$ cat config.mk
export PLATFORM = sky130hd
export DESIGN_NAME = csft_core
export DESIGN_NICKNAME = d
export VERILOG_FILES = /design/src/include/csft_pkg.sv /design/src/hdl/csft_core.sv /design/src/hdl/csft_timing.sv
export SDC_FILE = /design/constraint.sdc
export NUM_CORES = 1
export LEC_CHECK = 0
export BUFFER_PORTS_ARGS = -buffer_cell sky130_fd_sc_hd__buf_2
export CORE_ASPECT_RATIO = 0.5
export CORE_MARGIN = 1
export CORE_UTILIZATION = 50
export CTS_BUF_LIST = sky130_fd_sc_hd__clkbuf_2
export DETAILED_ROUTE_END_ITERATION = 16
export HOLD_SLACK_MARGIN = 0.05
export PLACE_DENSITY = 0.75
export SLEW_MARGIN = 20
export SYNTH_ARGS = -nofsm -noshare
export SYNTH_HDL_FRONTEND = slang
export SYNTH_HIERARCHICAL = 1
export SYNTH_SLANG_ARGS = --single-unit
$ cat constraint.sdc
create_clock -name clk -period 10.7 [get_ports clk]
set_input_delay 1.605 -clock clk [delete_from_list [all_inputs] [get_ports clk]]
set_output_delay 1.605 -clock clk [all_outputs]
set_load 0.005 [all_outputs]
$ cat src/include/csft_pkg.sv
package csft_pkg;
  // ==========================================
  // status word layout
  localparam int unsigned CSFT_CY_BIT = 7;
  localparam int unsigned CSFT_AC_BIT = 6;
  localparam int unsigned CSFT_UF0_BIT = 5;
  localparam int unsigned CSFT_BS_HI = 4;
  localparam int unsigned CSFT_BS_LO = 3;
  localparam int unsigned CSFT_OV_BIT = 2;
  localparam int unsigned CSFT_UF1_BIT = 1;
  localparam int unsigned CSFT_PAR_BIT = 0;
  localparam logic [7:0] CSFT_PSW_RESET = 8'h00;
  localparam logic [7:0] CSFT_MUL_LIMIT = 8'hFF;
  localparam logic [4:0] CSFT_BANK_SIZE = 5'h08;
  // ==========================================
  // register addresses (own choice)
  localparam logic [3:0] CSFT_ADDR_PSW = 4'h0;
  localparam logic [3:0] CSFT_ADDR_ACC = 4'h1;
  localparam logic [3:0] CSFT_ADDR_TIMING = 4'h2;
  // ==========================================
  // operations
  typedef enum logic [4:0] {
    CSFT_OP_NONE, CSFT_OP_ADD, CSFT_OP_ADD_WITH_CARRY, CSFT_OP_SUBTRACT_WITH_BORROW, CSFT_OP_MUL, CSFT_OP_DIV,
    CSFT_OP_RLC, CSFT_OP_RRC, CSFT_OP_EXTERNAL_DATA_MOVE, CSFT_OP_CODE_MEMORY_READ, CSFT_OP_LOW_NIBBLE_EXCHANGE,
    CSFT_OP_MOV_IND, CSFT_OP_MOV_REG, CSFT_OP_MOV_DATA_POINTER, CSFT_OP_XRL_DIR,
    CSFT_OP_PUSHPOP, CSFT_OP_MOV_DD
  } csft_op_e;
  // ==========================================
  // byte and cycle counts
  localparam logic [1:0] CSFT_CYC_1 = 2'h1;
  localparam logic [1:0] CSFT_CYC_2 = 2'h2;
  localparam logic [1:0] CSFT_CYC_3 = 2'h3;
endpackage
$ cat src/hdl/csft_core.sv
// The implementer's own choices: the register offsets and the address-and-strobe port.
`timescale 1ns/10ps
module csft_core
  import csft_pkg::*;
(
  // clock and reset
  input wire logic clk,
  input wire logic reset,
  input wire logic clk_en,
  // register port
  input wire logic [3:0] reg_addr,
  input wire logic [7:0] reg_wdata,
  input wire logic reg_write,
  input wire logic reg_read,
  output logic [7:0] reg_rdata,
  // operation issue
  input wire logic op_valid,
  input wire csft_pkg::csft_op_e op_code,
  input wire logic [7:0] op_operand,
  input wire logic [7:0] op_operand_b,
  input wire logic [2:0] reg_index,
  // results
  output logic [7:0] acc_out,
  output logic [4:0] bank_addr,
  output logic [1:0] op_bytes,
  output logic [1:0] op_cycles,
  output logic busy
);
  import csft_pkg::*;

  // ==========================================
  // state
  logic cy_reg, ac_reg, ov_reg, uf0_reg, uf1_reg;
  logic [1:0] bs_reg;
  logic [7:0] acc_reg, acc_next;
  logic cy_next, ac_next, ov_next;
  logic [1:0] cnt_reg;
  logic [1:0] tbytes, tcycles;
  logic [7:0] psw_view;
  logic [8:0] sum9;
  logic [4:0] sum5;
  logic [15:0] prod;
  logic arith;
  logic start;

  assign start = op_valid && !busy;
  assign busy = (cnt_reg != 2'h0);

  csft_timing u_timing (
    .op(op_code),
    .bytes(tbytes),
    .cycles(tcycles)
  );

  // ==========================================
  // arithmetic
  // a divide-by-zero leaves the accumulator unchanged as a defined choice
  always_comb begin
    acc_next = acc_reg;
    cy_next = cy_reg;
    ac_next = ac_reg;
    ov_next = ov_reg;
    sum9 = 9'h000;
    sum5 = 5'h00;
    prod = 16'h0000;
    arith = 1'b0;
    case (op_code)
      CSFT_OP_ADD, CSFT_OP_ADD_WITH_CARRY: begin
        arith = 1'b1;
        sum9 = {1'b0, acc_reg} + {1'b0, op_operand}
             + {8'h00, (op_code == CSFT_OP_ADD_WITH_CARRY) & cy_reg};
        sum5 = {1'b0, acc_reg[3:0]} + {1'b0, op_operand[3:0]}
             + {4'h0, (op_code == CSFT_OP_ADD_WITH_CARRY) & cy_reg};
        acc_next = sum9[7:0];
        cy_next = sum9[8];
        ac_next = sum5[4];
        ov_next = (acc_reg[7] == op_operand[7]) && (sum9[7] != acc_reg[7]);
      end
      CSFT_OP_SUBTRACT_WITH_BORROW: begin
        arith = 1'b1;
        sum9 = {1'b0, acc_reg} - {1'b0, op_operand} - {8'h00, cy_reg};
        sum5 = {1'b0, acc_reg[3:0]} - {1'b0, op_operand[3:0]} - {4'h0, cy_reg};
        acc_next = sum9[7:0];
        cy_next = sum9[8];
        ac_next = sum5[4];
        ov_next = (acc_reg[7] != op_operand[7]) && (sum9[7] != acc_reg[7]);
      end
      CSFT_OP_MUL: begin
        arith = 1'b1;
        prod = 16'(acc_reg) * 16'(op_operand);
        acc_next = prod[7:0];
        cy_next = 1'b0;
        ac_next = 1'b0;
        ov_next = (prod > {8'h00, CSFT_MUL_LIMIT});
      end
      CSFT_OP_DIV: begin
        arith = 1'b1;
        cy_next = 1'b0;
        ac_next = 1'b0;
        if (op_operand == 8'h00) begin
          ov_next = 1'b1;
        end else begin
          acc_next = acc_reg / op_operand;
          ov_next = 1'b0;
        end
      end
      CSFT_OP_RLC: begin
        acc_next = {acc_reg[6:0], cy_reg};
        cy_next = acc_reg[7];
      end
      CSFT_OP_RRC: begin
        acc_next = {cy_reg, acc_reg[7:1]};
        cy_next = acc_reg[0];
      end
      CSFT_OP_LOW_NIBBLE_EXCHANGE: begin
        acc_next = {acc_reg[7:4], op_operand[3:0]};
      end
      CSFT_OP_MOV_IND, CSFT_OP_MOV_REG, CSFT_OP_EXTERNAL_DATA_MOVE, CSFT_OP_CODE_MEMORY_READ: begin
        acc_next = op_operand;
      end
      CSFT_OP_XRL_DIR: begin
        acc_next = acc_reg;
      end
      default: begin
        acc_next = acc_reg;
      end
    endcase
  end

  // ==========================================
  // accumulator and flags
  // an operation wins over a same-cycle software write
  always_ff @(posedge clk) begin
    if (reset) begin
      acc_reg <= 8'h00;
    end else if (clk_en) begin
      if (start) begin
        acc_reg <= acc_next;
      end else if (reg_write && reg_addr == CSFT_ADDR_ACC) begin
        acc_reg <= reg_wdata;
      end
    end
  end

  always_ff @(posedge clk) begin
    if (reset) begin
      cy_reg <= CSFT_PSW_RESET[CSFT_CY_BIT];
      ac_reg <= CSFT_PSW_RESET[CSFT_AC_BIT];
      ov_reg <= CSFT_PSW_RESET[CSFT_OV_BIT];
    end else if (clk_en) begin
      if (start) begin
        cy_reg <= cy_next;
        ac_reg <= ac_next;
        ov_reg <= ov_next;
      end else if (reg_write && reg_addr == CSFT_ADDR_PSW) begin
        cy_reg <= reg_wdata[CSFT_CY_BIT];
        ac_reg <= reg_wdata[CSFT_AC_BIT];
        ov_reg <= reg_wdata[CSFT_OV_BIT];
      end
    end
  end

  // software-only state, hardware never alters it
  always_ff @(posedge clk) begin
    if (reset) begin
      uf0_reg <= CSFT_PSW_RESET[CSFT_UF0_BIT];
      uf1_reg <= CSFT_PSW_RESET[CSFT_UF1_BIT];
      bs_reg <= CSFT_PSW_RESET[CSFT_BS_HI:CSFT_BS_LO];
    end else if (clk_en && reg_write && reg_addr == CSFT_ADDR_PSW) begin
      uf0_reg <= reg_wdata[CSFT_UF0_BIT];
      uf1_reg <= reg_wdata[CSFT_UF1_BIT];
      bs_reg <= reg_wdata[CSFT_BS_HI:CSFT_BS_LO];
    end
  end

  // ==========================================
  // cycle counting
  always_ff @(posedge clk) begin
    if (reset) begin
      cnt_reg <= 2'h0;
      op_bytes <= 2'h0;
      op_cycles <= 2'h0;
    end else if (clk_en) begin
      if (start) begin
        cnt_reg <= tcycles - CSFT_CYC_1;
        op_bytes <= tbytes;
        op_cycles <= tcycles;
      end else if (busy) begin
        cnt_reg <= cnt_reg - 2'h1;
      end
    end
  end

  // ==========================================
  // status view and read port
  // parity is combinational so it can never go stale
  assign psw_view = {cy_reg, ac_reg, uf0_reg, bs_reg, ov_reg, uf1_reg, ^acc_reg};
  assign acc_out = acc_reg;
  assign bank_addr = {bs_reg, reg_index} & 5'h1F;

  always_ff @(posedge clk) begin
    if (reset) begin
      reg_rdata <= 8'h00;
    end else if (clk_en) begin
      if (reg_read && reg_addr == CSFT_ADDR_PSW) begin
        reg_rdata <= psw_view;
      end else if (reg_read && reg_addr == CSFT_ADDR_ACC) begin
        reg_rdata <= acc_reg;
      end else if (reg_read && reg_addr == CSFT_ADDR_TIMING) begin
        reg_rdata <= {4'h0, op_bytes, op_cycles};
      end else begin
        reg_rdata <= 8'h00;
      end
    end
  end

  // ==========================================
  // checks
  // read port: a registered copy of the status view, zero when idle; then the bank address map
  a_parity_tracks: assert property (@(posedge clk) disable iff (reset)
    $past(clk_en && reg_read && reg_addr == CSFT_ADDR_PSW && !reset)
    |-> reg_rdata == $past(psw_view))
    else $error("parity view mismatch");
  a_parity_now: assert property (@(posedge clk) disable iff (reset)
    $past(clk_en && reg_read && reg_addr == CSFT_ADDR_PSW && !reset)
    |-> reg_rdata[CSFT_PAR_BIT] == ^$past(acc_reg))
    else $error("parity flag wrong");
  a_rdata_idle: assert property (@(posedge clk) disable iff (reset)
    clk_en && !reg_read |=> reg_rdata == 8'h00)
    else $error("read data not cleared");
  a_bank_base: assert property (@(posedge clk) disable iff (reset)
    bank_addr == bs_reg * CSFT_BANK_SIZE + {2'b00, reg_index})
    else $error("bank map wrong");
  // flags worked out apart from the datapath sums
  a_add_carry: assert property (@(posedge clk) disable iff (reset)
    clk_en && start && op_code == CSFT_OP_ADD
    |=> cy_reg == (9'($past(acc_reg)) + 9'($past(op_operand)) > 9'h0FF)
    && ac_reg == (5'($past(acc_reg[3:0])) + 5'($past(op_operand[3:0])) > 5'h0F))
    else $error("add flags wrong");
  a_subtract_with_borrow_borrow: assert property (@(posedge clk) disable iff (reset)
    clk_en && start && op_code == CSFT_OP_SUBTRACT_WITH_BORROW
    |=> cy_reg == (9'($past(acc_reg)) < 9'($past(op_operand)) + 9'($past(cy_reg))))
    else $error("subtract borrow wrong");
  a_add_with_carry_half: assert property (@(posedge clk) disable iff (reset)
    clk_en && start && op_code == CSFT_OP_ADD_WITH_CARRY
    |=> ac_reg == (5'($past(acc_reg[3:0])) + 5'($past(op_operand[3:0]))
    + 5'($past(cy_reg)) > 5'h0F))
    else $error("add carry half flag wrong");
  a_subtract_with_borrow_half: assert property (@(posedge clk) disable iff (reset)
    clk_en && start && op_code == CSFT_OP_SUBTRACT_WITH_BORROW
    |=> ac_reg == (5'($past(acc_reg[3:0])) < 5'($past(op_operand[3:0]))
    + 5'($past(cy_reg))))
    else $error("subtract half borrow wrong");
  a_add_overflow: assert property (@(posedge clk) disable iff (reset)
    clk_en && start && op_code == CSFT_OP_ADD
    |=> ov_reg == ($past(acc_reg[7]) == $past(op_operand[7]) && acc_reg[7] != $past(acc_reg[7])))
    else $error("signed overflow wrong");
  a_mul_ov: assert property (@(posedge clk) disable iff (reset)
    clk_en && start && op_code == CSFT_OP_MUL
    |=> ov_reg == (16'($past(acc_reg)) * 16'($past(op_operand)) > 16'h00FF))
    else $error("multiply overflow wrong");
  a_mul_div_clear: assert property (@(posedge clk) disable iff (reset)
    clk_en && start && (op_code == CSFT_OP_MUL || op_code == CSFT_OP_DIV)
    |=> !cy_reg && !ac_reg)
    else $error("carry not cleared");
  a_div_zero_ov: assert property (@(posedge clk) disable iff (reset)
    clk_en && start && op_code == CSFT_OP_DIV && op_operand == 8'h00
    |=> ov_reg)
    else $error("divide by zero missed");
  a_div_ok_clear: assert property (@(posedge clk) disable iff (reset)
    clk_en && start && op_code == CSFT_OP_DIV && op_operand != 8'h00 |=> !ov_reg)
    else $error("divide overflow not cleared");
  a_flags_kept: assert property (@(posedge clk) disable iff (reset)
    clk_en && start && !arith && op_code != CSFT_OP_RLC && op_code != CSFT_OP_RRC
    |=> $stable(cy_reg) && $stable(ac_reg) && $stable(ov_reg))
    else $error("flags moved by a plain move");
  a_rlc_ninth: assert property (@(posedge clk) disable iff (reset)
    clk_en && start && op_code == CSFT_OP_RLC |=> cy_reg == $past(acc_reg[7])
    && acc_reg[0] == $past(cy_reg))
    else $error("rotate through carry wrong");
  a_rrc_ninth: assert property (@(posedge clk) disable iff (reset)
    clk_en && start && op_code == CSFT_OP_RRC |=> cy_reg == $past(acc_reg[0])
    && acc_reg[7] == $past(cy_reg))
    else $error("rotate right through carry wrong");
  a_low_nibble_exchange_upper: assert property (@(posedge clk) disable iff (reset)
    clk_en && start && op_code == CSFT_OP_LOW_NIBBLE_EXCHANGE
    |=> acc_reg[7:4] == $past(acc_reg[7:4]))
    else $error("upper nibble changed");
  // cycle and byte counts; a frozen clock would stretch them, so they stand aside then
  a_external_data_move_three: assert property (@(posedge clk) disable iff (reset || !clk_en)
    start && op_code == CSFT_OP_EXTERNAL_DATA_MOVE |=> op_bytes == 2'h1 && busy [*2] ##1 !busy)
    else $error("external move timing wrong");
  a_code_memory_read_three: assert property (@(posedge clk) disable iff (reset || !clk_en)
    start && op_code == CSFT_OP_CODE_MEMORY_READ
    |=> op_cycles == 2'h3 && op_bytes == 2'h1 && busy ##1 busy ##1 !busy)
    else $error("code read timing wrong");
  a_low_nibble_exchange_two: assert property (@(posedge clk) disable iff (reset || !clk_en)
    start && op_code == CSFT_OP_LOW_NIBBLE_EXCHANGE |=> op_cycles == 2'h2 && busy ##1 !busy)
    else $error("nibble exchange timing wrong");
  a_ind_two: assert property (@(posedge clk) disable iff (reset || !clk_en)
    start && op_code == CSFT_OP_MOV_IND |=> op_cycles == 2'h2 && busy ##1 !busy)
    else $error("indirect load timing wrong");
  a_reg_one: assert property (@(posedge clk) disable iff (reset || !clk_en)
    start && op_code == CSFT_OP_MOV_REG |=> op_cycles == 2'h1 && op_bytes == 2'h1 && !busy)
    else $error("register move timing wrong");
  a_rotate_one: assert property (@(posedge clk) disable iff (reset || !clk_en)
    start && (op_code == CSFT_OP_RLC || op_code == CSFT_OP_RRC)
    |=> op_cycles == 2'h1 && op_bytes == 2'h1 && !busy)
    else $error("rotate timing wrong");
  a_data_pointer_three: assert property (@(posedge clk) disable iff (reset || !clk_en)
    start && op_code == CSFT_OP_MOV_DATA_POINTER |=> op_bytes == 2'h3 && busy ##1 busy ##1 !busy)
    else $error("pointer load timing wrong");
  a_xrl_three: assert property (@(posedge clk) disable iff (reset || !clk_en)
    start && op_code == CSFT_OP_XRL_DIR |=> op_bytes == 2'h3 && busy ##1 busy ##1 !busy)
    else $error("direct xor timing wrong");
  a_pushpop_two: assert property (@(posedge clk) disable iff (reset || !clk_en)
    start && op_code == CSFT_OP_PUSHPOP |=> op_bytes == 2'h2 && busy ##1 !busy)
    else $error("push pop timing wrong");
  a_dd_three: assert property (@(posedge clk) disable iff (reset || !clk_en)
    start && op_code == CSFT_OP_MOV_DD |=> op_bytes == 2'h3 && busy ##1 busy ##1 !busy)
    else $error("direct move timing wrong");
  a_busy_refuse: assert property (@(posedge clk) disable iff (reset)
    busy |=> $stable(op_bytes) && $stable(op_cycles))
    else $error("operation taken while busy");
  // software-side state and the clock enable
  a_user_flags: assert property (@(posedge clk) disable iff (reset)
    !(clk_en && reg_write && reg_addr == CSFT_ADDR_PSW)
    |=> $stable(uf0_reg) && $stable(uf1_reg))
    else $error("user flag changed by hardware");
  a_freeze_hold: assert property (@(posedge clk) disable iff (reset)
    !clk_en |=> $stable(acc_reg) && $stable(cy_reg) && $stable(cnt_reg)
    && $stable(reg_rdata) && $stable(bs_reg) && $stable(op_cycles))
    else $error("state moved while frozen");
endmodule

$ cat src/hdl/csft_timing.sv
`timescale 1ns/10ps
module csft_timing
  import csft_pkg::*;
(
  // operation
  input wire csft_pkg::csft_op_e op,
  // counts
  output logic [1:0] bytes,
  output logic [1:0] cycles
);
  import csft_pkg::*;

  always_comb begin
    bytes = CSFT_CYC_1;
    cycles = CSFT_CYC_1;
    case (op)
      CSFT_OP_EXTERNAL_DATA_MOVE: begin
        cycles = CSFT_CYC_3;
      end
      CSFT_OP_CODE_MEMORY_READ: begin
        cycles = CSFT_CYC_3;
      end
      CSFT_OP_LOW_NIBBLE_EXCHANGE: begin
        cycles = CSFT_CYC_2;
      end
      CSFT_OP_MOV_IND: begin
        cycles = CSFT_CYC_2;
      end
      CSFT_OP_MOV_DATA_POINTER: begin
        bytes = CSFT_CYC_3;
        cycles = CSFT_CYC_3;
      end
      CSFT_OP_XRL_DIR: begin
        bytes = CSFT_CYC_3;
        cycles = CSFT_CYC_3;
      end
      CSFT_OP_PUSHPOP: begin
        bytes = CSFT_CYC_2;
        cycles = CSFT_CYC_2;
      end
      CSFT_OP_MOV_DD: begin
        bytes = CSFT_CYC_3;
        cycles = CSFT_CYC_3;
      end
      default: begin
        cycles = CSFT_CYC_1;
      end
    endcase
  end
endmodule

# --- Yosys cells after proc, flatten, opt, wreduce, memory -nomap -nowiden ---
# Index checks and enable logic that the tools add are counted.
word_totals:
  ff_bits: 29
  inputBits: 42
  output_inout_bits: 26
  wordCells: 107
op_classes:
  addsub: 10
  mul: 1
  div: 1
  magnitude_cmp: 1
  n_eq_ne: 29
  muxes: 21
  bitwise_logic: 1
  reduce_logical: 31
ops:
  columns: ["operator", "count"]
  rows:
  - ["$pmux 8 s8", 1]
  - ["$eq 5x4->1 const B", 8]
  - ["$mux 8", 5]
  - ["$eq 5x3->1 const B", 4]
  - ["$gt 16x8->1 const B", 1]
  - ["$mul 8x8->16", 1]
  - ["$eq 5x2->1 const B", 2]
  - ["$logic_and 1x1->1", 10]
  - ["$add 8x8->9", 1]
  - ["$add 9x1->9", 1]
  - ["$ne 9x1->1 const B", 1]
  - ["$reduce_and 3->1", 3]
  - ["$sub 8x8->9", 1]
  - ["$sub 9x1->9", 1]
  - ["$div 8x8->8", 1]
  - ["$logic_not 8->1", 1]
  - ["$ne 8x1->1 const B", 1]
  - ["$pmux 2 s2", 2]
  - ["$reduce_bool 2->1", 4]
  - ["$reduce_xor 8->1", 1]
  - ["$mux 1", 7]
  - ["$ne 6x2->1 const B", 1]
  - ["$reduce_or 3->1", 2]
  - ["$add 4x4->5", 1]
  - ["28 further kinds", 34]

# --- Depth between registers and ports, before layout ---
logic_depth:
  ltp_word: 7
  ltp_mapped: 52
  ltp_nobuf: 51

# --- Cells and area by module ---
# The synthesis kept the hierarchy.
modules_own_cells:
  columns: ["module", "instances", "cells_each", "area_each_um2", "seq_area_each_um2"]
  rows:
  - ["csft_core", 1, 839, 6502.5, 580.6]
  - ["csft_timing", 1, 11, 80.1, 0.0]

# --- Least setup slack after synthesis ---
# OpenSTA, ideal clock, no wires.
synth_timing:
  path_type: "in2reg"
  startpoint: "input op_operand[0]"
  endpoint: "register acc_reg[0], in the netlist acc_out[0]"
  setup_time_ns: 0.132
  arrival_ns: 11.494
  t_required_ns: 10.568
  path_slack_ns: -0.927
  stages: 46
  path_buffers: 1
  cell_sequence: "inv_1 -> ha_1 -> nor2_1 -> nor4b_1 -> nand2_1 -> xnor2_1 -> ha_1 -> o21a_1 -> o31a_2 -> o22ai_1 -> inv_1 -> ha_1 -> o211ai_1 -> a211oi_2 -> nand3_1 -> o21ai_0 -> ha_1 -> a21o_1 -> [... 10 more ...] -> or4_1 -> a31oi_1 -> o21ai_0 -> buf_2 -> nor2_1 -> a21oi_1 -> ha_1 -> o211ai_1 -> nand2_1 -> a41o_1 -> a21oi_1 -> nor2_1 -> mux2_2 -> ha_1 -> a2111oi_0 -> a21oi_1 -> o221ai_1 -> a21oi_1"
synth_via:
  elab_chain_cells: 4
  elab_cells_between_ends: 12
  classes_between: "add/sub: 4; mul: 1; div: 1; eq/ne: 1; mux: 3; reduce/logical: 2"
synth_lines:
  columns: ["element", "line", "text"]
  rows:
  - ["start, declared", "csft_core.sv:19", "input wire logic [7:0] op_operand,"]
  - ["$div 8x8->8, or another cell as far along", "csft_core.sv:103", "acc_next = acc_reg / op_operand;"]
  - ["$mux 8, or another cell as far along", "csft_core.sv:100", "if (op_operand == 8'h00) begin"]
  - ["$pmux 8 s8", "csft_core.sv:67", "case (op_code)"]
  - ["$mux 8", "csft_core.sv:137", "if (start) begin"]
  - ["end signal, assigned", "csft_core.sv:138", "acc_reg <= acc_next;"]
  - ["end signal, assigned", "csft_core.sv:140", "acc_reg <= reg_wdata;"]
  - ["end, declared", "csft_core.sv:35", "logic [7:0] acc_reg, acc_next;"]
# Parallel ways exist; a longest one is shown, timed or not. The select of a mux whose other input is x is not followed.
# A chain may end at the register's enable or synchronous reset.

# --- Worst setup path after layout ---
layout_timing:
  startpoint: "input op_operand[4]"
  endpoint: "register acc_reg[0], in the netlist acc_out[0]"
layout_via:
  elab_chain_cells: 4
  elab_cells_between_ends: 7
  classes_between: "div: 1; eq/ne: 1; mux: 3; reduce/logical: 2"
layout_lines:
  columns: ["element", "line"]
  rows:
  - ["$div 8x8->8", "csft_core.sv:103"]
  - ["$mux 8", "csft_core.sv:100"]
  - ["$pmux 8 s8", "csft_core.sv:67"]
  - ["$mux 8", "csft_core.sv:137"]
# Parallel ways exist; a longest one is shown, timed or not. The select of a mux whose other input is x is not followed.

==> impl_metrics.py <==
metrics = {
    "drt": {
        "final_antenna_net_count": 0,
        "route.detailed.wl_per_inst_um": 19.59,
        "vias_per_std_cell": 6.108,
        "totalWireLength_um": 22960,
        "dr_total_vias": 7158,
        "residual_drc": 0,
        "drt_iter0_drc": 642,
        "first_pass_iters": 5,
    },
    "synth": {
        "number_of_flops_mapped_to_enable_cells_by_yosys": 0,
        "synth.net_count": 1034,
        "synth.area.mux_share_pct": 4.163,
        "yosys_most_used_dff": "dfxtp_1",
        "synthesis.instances": 850,
        "syn_avg_cell_area_um2": 7.744,
        "ys_ff_latch": 29,
        "netlist-cell-type-count": 79,
        "yosys.area_share.adder_pct": 31.55,
        "synth_top_family_by_area": "adder cells",
        "synth-async-reset-ratio_pct": 0,
        "synth_compound_gate_area_share_pct": 23.00,
        "synthesis.area_mm2": 0.006583,
        "synth.yosys.warnings": 6,
        "synthSimpleGateAreaFrac_pct": 19.84,
        "synth-xor-area-share_pct": 4.866,
        "sequential_cell_area_fraction_in_the_yosys_report_pct": 8.820,
    },
    "floorplan": {
        "fp-row-count": 29,
        "initial_core_util_pct": 51.68,
        "dieWidth_um": 164.3,
        "core_mm2": 0.01274,
        "floorplan.die_area_mm2": 0.01366,
        "i_o_pin_count": 68,
        "die_height_um": 83.14,
    },
    "global_route": {
        "grt_start_max_net_pins": 30,
        "groute.usage.overall_pct": 33.18,
        "grt_pass1_vias": 6915,
        "grt_pass1_wl_um": 35480,
        "antenna_found_initial": 0,
        "total_gr_overflow": 0,
    },
    "clock_tree": {
        "clock-sinks": 29,
        "clock_tree_root": "clkbuf_2",
        "cts_tree": "done",
        "cts_inserted_buffers": 5,
        "worst_skew_pair.late_latency_ps": 360,
        "cts-root-to-sink-buffers": 2,
        "cts.hold.buffers_added": 0,
        "htree_num_levels": 2,
        "worst_setup_hold_path_clk_slew_ps": 160,
    },
    "worst_setup_path": {
        "path_common_cell": "buf_4",
        "worstSetupPathType": "input pin to register",
        "regToRegEndpoint": "acc_out[0]",
        "timing.reg2reg.worst_path_depth": 47,
        "ff2ff_setup_slack_ps": 790,
        "crit_path_max_fanout": 7,
        "critical_path.startpoint_type": "input pin",
        "critical_path.slowest_cell": "or4_4",
        "timing.critical_path.required_ps": 11000,
        "arrival_ps": 11240,
        "end_kind": "register",
        "timing.rr.start": "acc_out[7]",
        "critical-path-max-stage-delay_ps": 540,
    },
    "timing": {
        "final.setup.tns_ps": -240.5,
        "fmax_mhz": 91.40,
        "final.period_utilization_pct": 102.2,
        "setup_repair_after_global_routing_missed_its_margin": "yes",
        "worst_pin_slew_ps": 1140,
        "worst_case_clock_skew_ps": 13.51,
        "timing_max_transition_violations_final": 0,
        "final_hold_viol_count": 0,
        "setup-violations-final": 1,
        "max-slew-margin-rel_pct": 23.81,
        "period_needed_ps": 10940,
        "final.setup.worst_slack_ps": -240.5,
    },
    "final_layout": {
        "layout.cells.non_filler": 1172,
        "antenna_cells_inserted": 0,
        "fin_nets": 1185,
        "final_common_cell": "buf_4",
        "post_route_cells_drive_above_1_share_pct": 26.35,
        "flow.area_growth_from_synthesis_pct": 26.67,
        "layout.cells.most_common_list": "123 x buf_4, 90 x ha_1, 89 x inv_1, 88 x nand2_1, 82 x nor2_1",
    },
    "worst_hold_path": {
        "min_delay_path_depth": 2,
        "hold_path_class": "register to register",
        "holdPathEnd": "ac_reg",
        "timing.hold.worst.start": "ac_reg",
    },
    "outcome": {
        "violations": "negative setup slack",
        "outcome": "finished, violations left",
    },
    "placed_design": {
        "gp_congestion": 1.012,
        "place.detailed.hpwl_um": 16390,
        "io_port_bufs": 53,
        "place.detailed.instances": 1130,
    },
    "pwr": {
        "ir_worst_vdd_mv": 0.08305,
        "total_leakage_power_uw": 0.004010,
        "power.density_mw_per_mm2": 73.14,
    },
    "flow_run": {
        "drv.max_cap_violation_count": 0,
    },
}
area by class of cell:
class                      count  area [um2]
sequential                    29       580.6
timing repair buffer         179        1232
inverter                      94       356.6
multi-input combinational    692        5918
tap                          170       212.7
clock buffer                   5       25.02
clock inverter                 3       12.51
fill                        1061        4398
metal layers:
metal	part of all wire (%)	vias to the layer above	GRT usage (%)
met2	44	361	52.93
met3	10	79	6.444
met1	42	3418	44.31
li1	-	3300	-
met4	3.9	0	12.04
met5	0	-	0
cells by family (layout without fill, tap and decap cells):
kind of cell               count (synthesis)  count (layout)
and+or+nand+nor                          273             273
AOI/OAI and AO/OA                        216             216
adders and majority gates                142             142
buffers and inverters                    129             281
xor gates and xnor gates                  35              35
DFF                                       29              29
muxes                                     26              26
per-stage QoR:
stage / hold WS [ps] / cell area (um2) / worst slack (ps) / total power [uW] / util [%]
floorplan: 431.2 / 6689 / -146.9 / 378.2 / -
finish: 486.4 / 8338 / -240.5 / 609.9 / 65.47
global route: 517.2 / 8338 / -779.1 / 657.3 / 65.47
CTS: 487.2 / 8014 / 16.98 / 573.9 / 62.92
detailed placement: 466.9 / 7697 / -833.7 / 499.2 / 60.44
global placement: 445.3 / 7697 / -677.1 / 491.5 / 60.44
cells in the mapped netlist, drive strengths merged (4+ instances only):
| master | count | area [um2] |
|---|---|---|
| a211oi | 8 | 65.06 |
| a21oi | 45 | 229.0 |
| ha | 102 | 1276 |
| and2 | 6 | 37.54 |
| a311oi | 10 | 87.58 |
| dfxtp | 29 | 580.6 |
| o21a | 16 | 120.1 |
| or3 | 4 | 25.02 |
| fa | 40 | 800.8 |
| o221ai | 4 | 35.03 |
| nand3b | 5 | 37.54 |
| nand2b | 16 | 100.1 |
| mux2i | 15 | 150.1 |
| a211o | 4 | 36.29 |
| nor3b | 6 | 45.04 |
| a21o | 12 | 90.09 |
| xor2 | 10 | 87.58 |
| clkbuf | 24 | 90.09 |
| o21ai | 37 | 188.9 |
| a31oi | 11 | 81.32 |
| and3 | 5 | 31.28 |
| nand4 | 5 | 31.28 |
| nand3 | 7 | 35.03 |
| nor3 | 15 | 80.08 |
| o211ai | 16 | 120.1 |
| a22oi | 12 | 90.09 |
| o2111ai | 4 | 35.03 |
| nor2b | 9 | 56.30 |
| buf | 11 | 67.56 |
| mux2 | 11 | 123.9 |
| inv | 91 | 341.6 |
| o22ai | 5 | 31.28 |
| nand2 | 90 | 337.8 |
| o31ai | 4 | 30.03 |
| xnor2 | 24 | 210.2 |
| nor2 | 87 | 326.6 |
| or4 | 4 | 33.78 |
repair_timing:
action	in CTS	in global routing
gates resized for setup	27	41
buffers inserted	23	13
endpoints found under the setup margin	1	1
pin swaps	37	44
endpoints found under the hold margin	0	0
worst max-delay path, delay by kind of cell:
family,cells,cell delay (ps)
AOI/OAI and AO/OA,24,4090
and+or+nand+nor,10,2000
adders and majority gates,7,1900
buffers and inverters,6,930
muxes,2,670
report_power, final:
part | internal (uW) | switching (uW) | total [uW]
registers | 112 | 8.52 | 121
logic | 197 | 238 | 436
clock network | 14.3 | 39.4 | 53.7
total | 324 | 286 | 610
worst max path at each step:
stage / start / end
5_1_grt: op_operand[4] / acc_out[0]
2_1_floorplan: op_operand[0] / acc_out[0]
4_1_cts: op_operand[0] / acc_out[0]
3_5_place_dp: op_operand[0] / acc_out[0]
6_report: op_operand[4] / acc_out[0]
3_3_place_gp: op_operand[0] / acc_out[0]
Note: power is estimated with default switching activity, not from simulation.
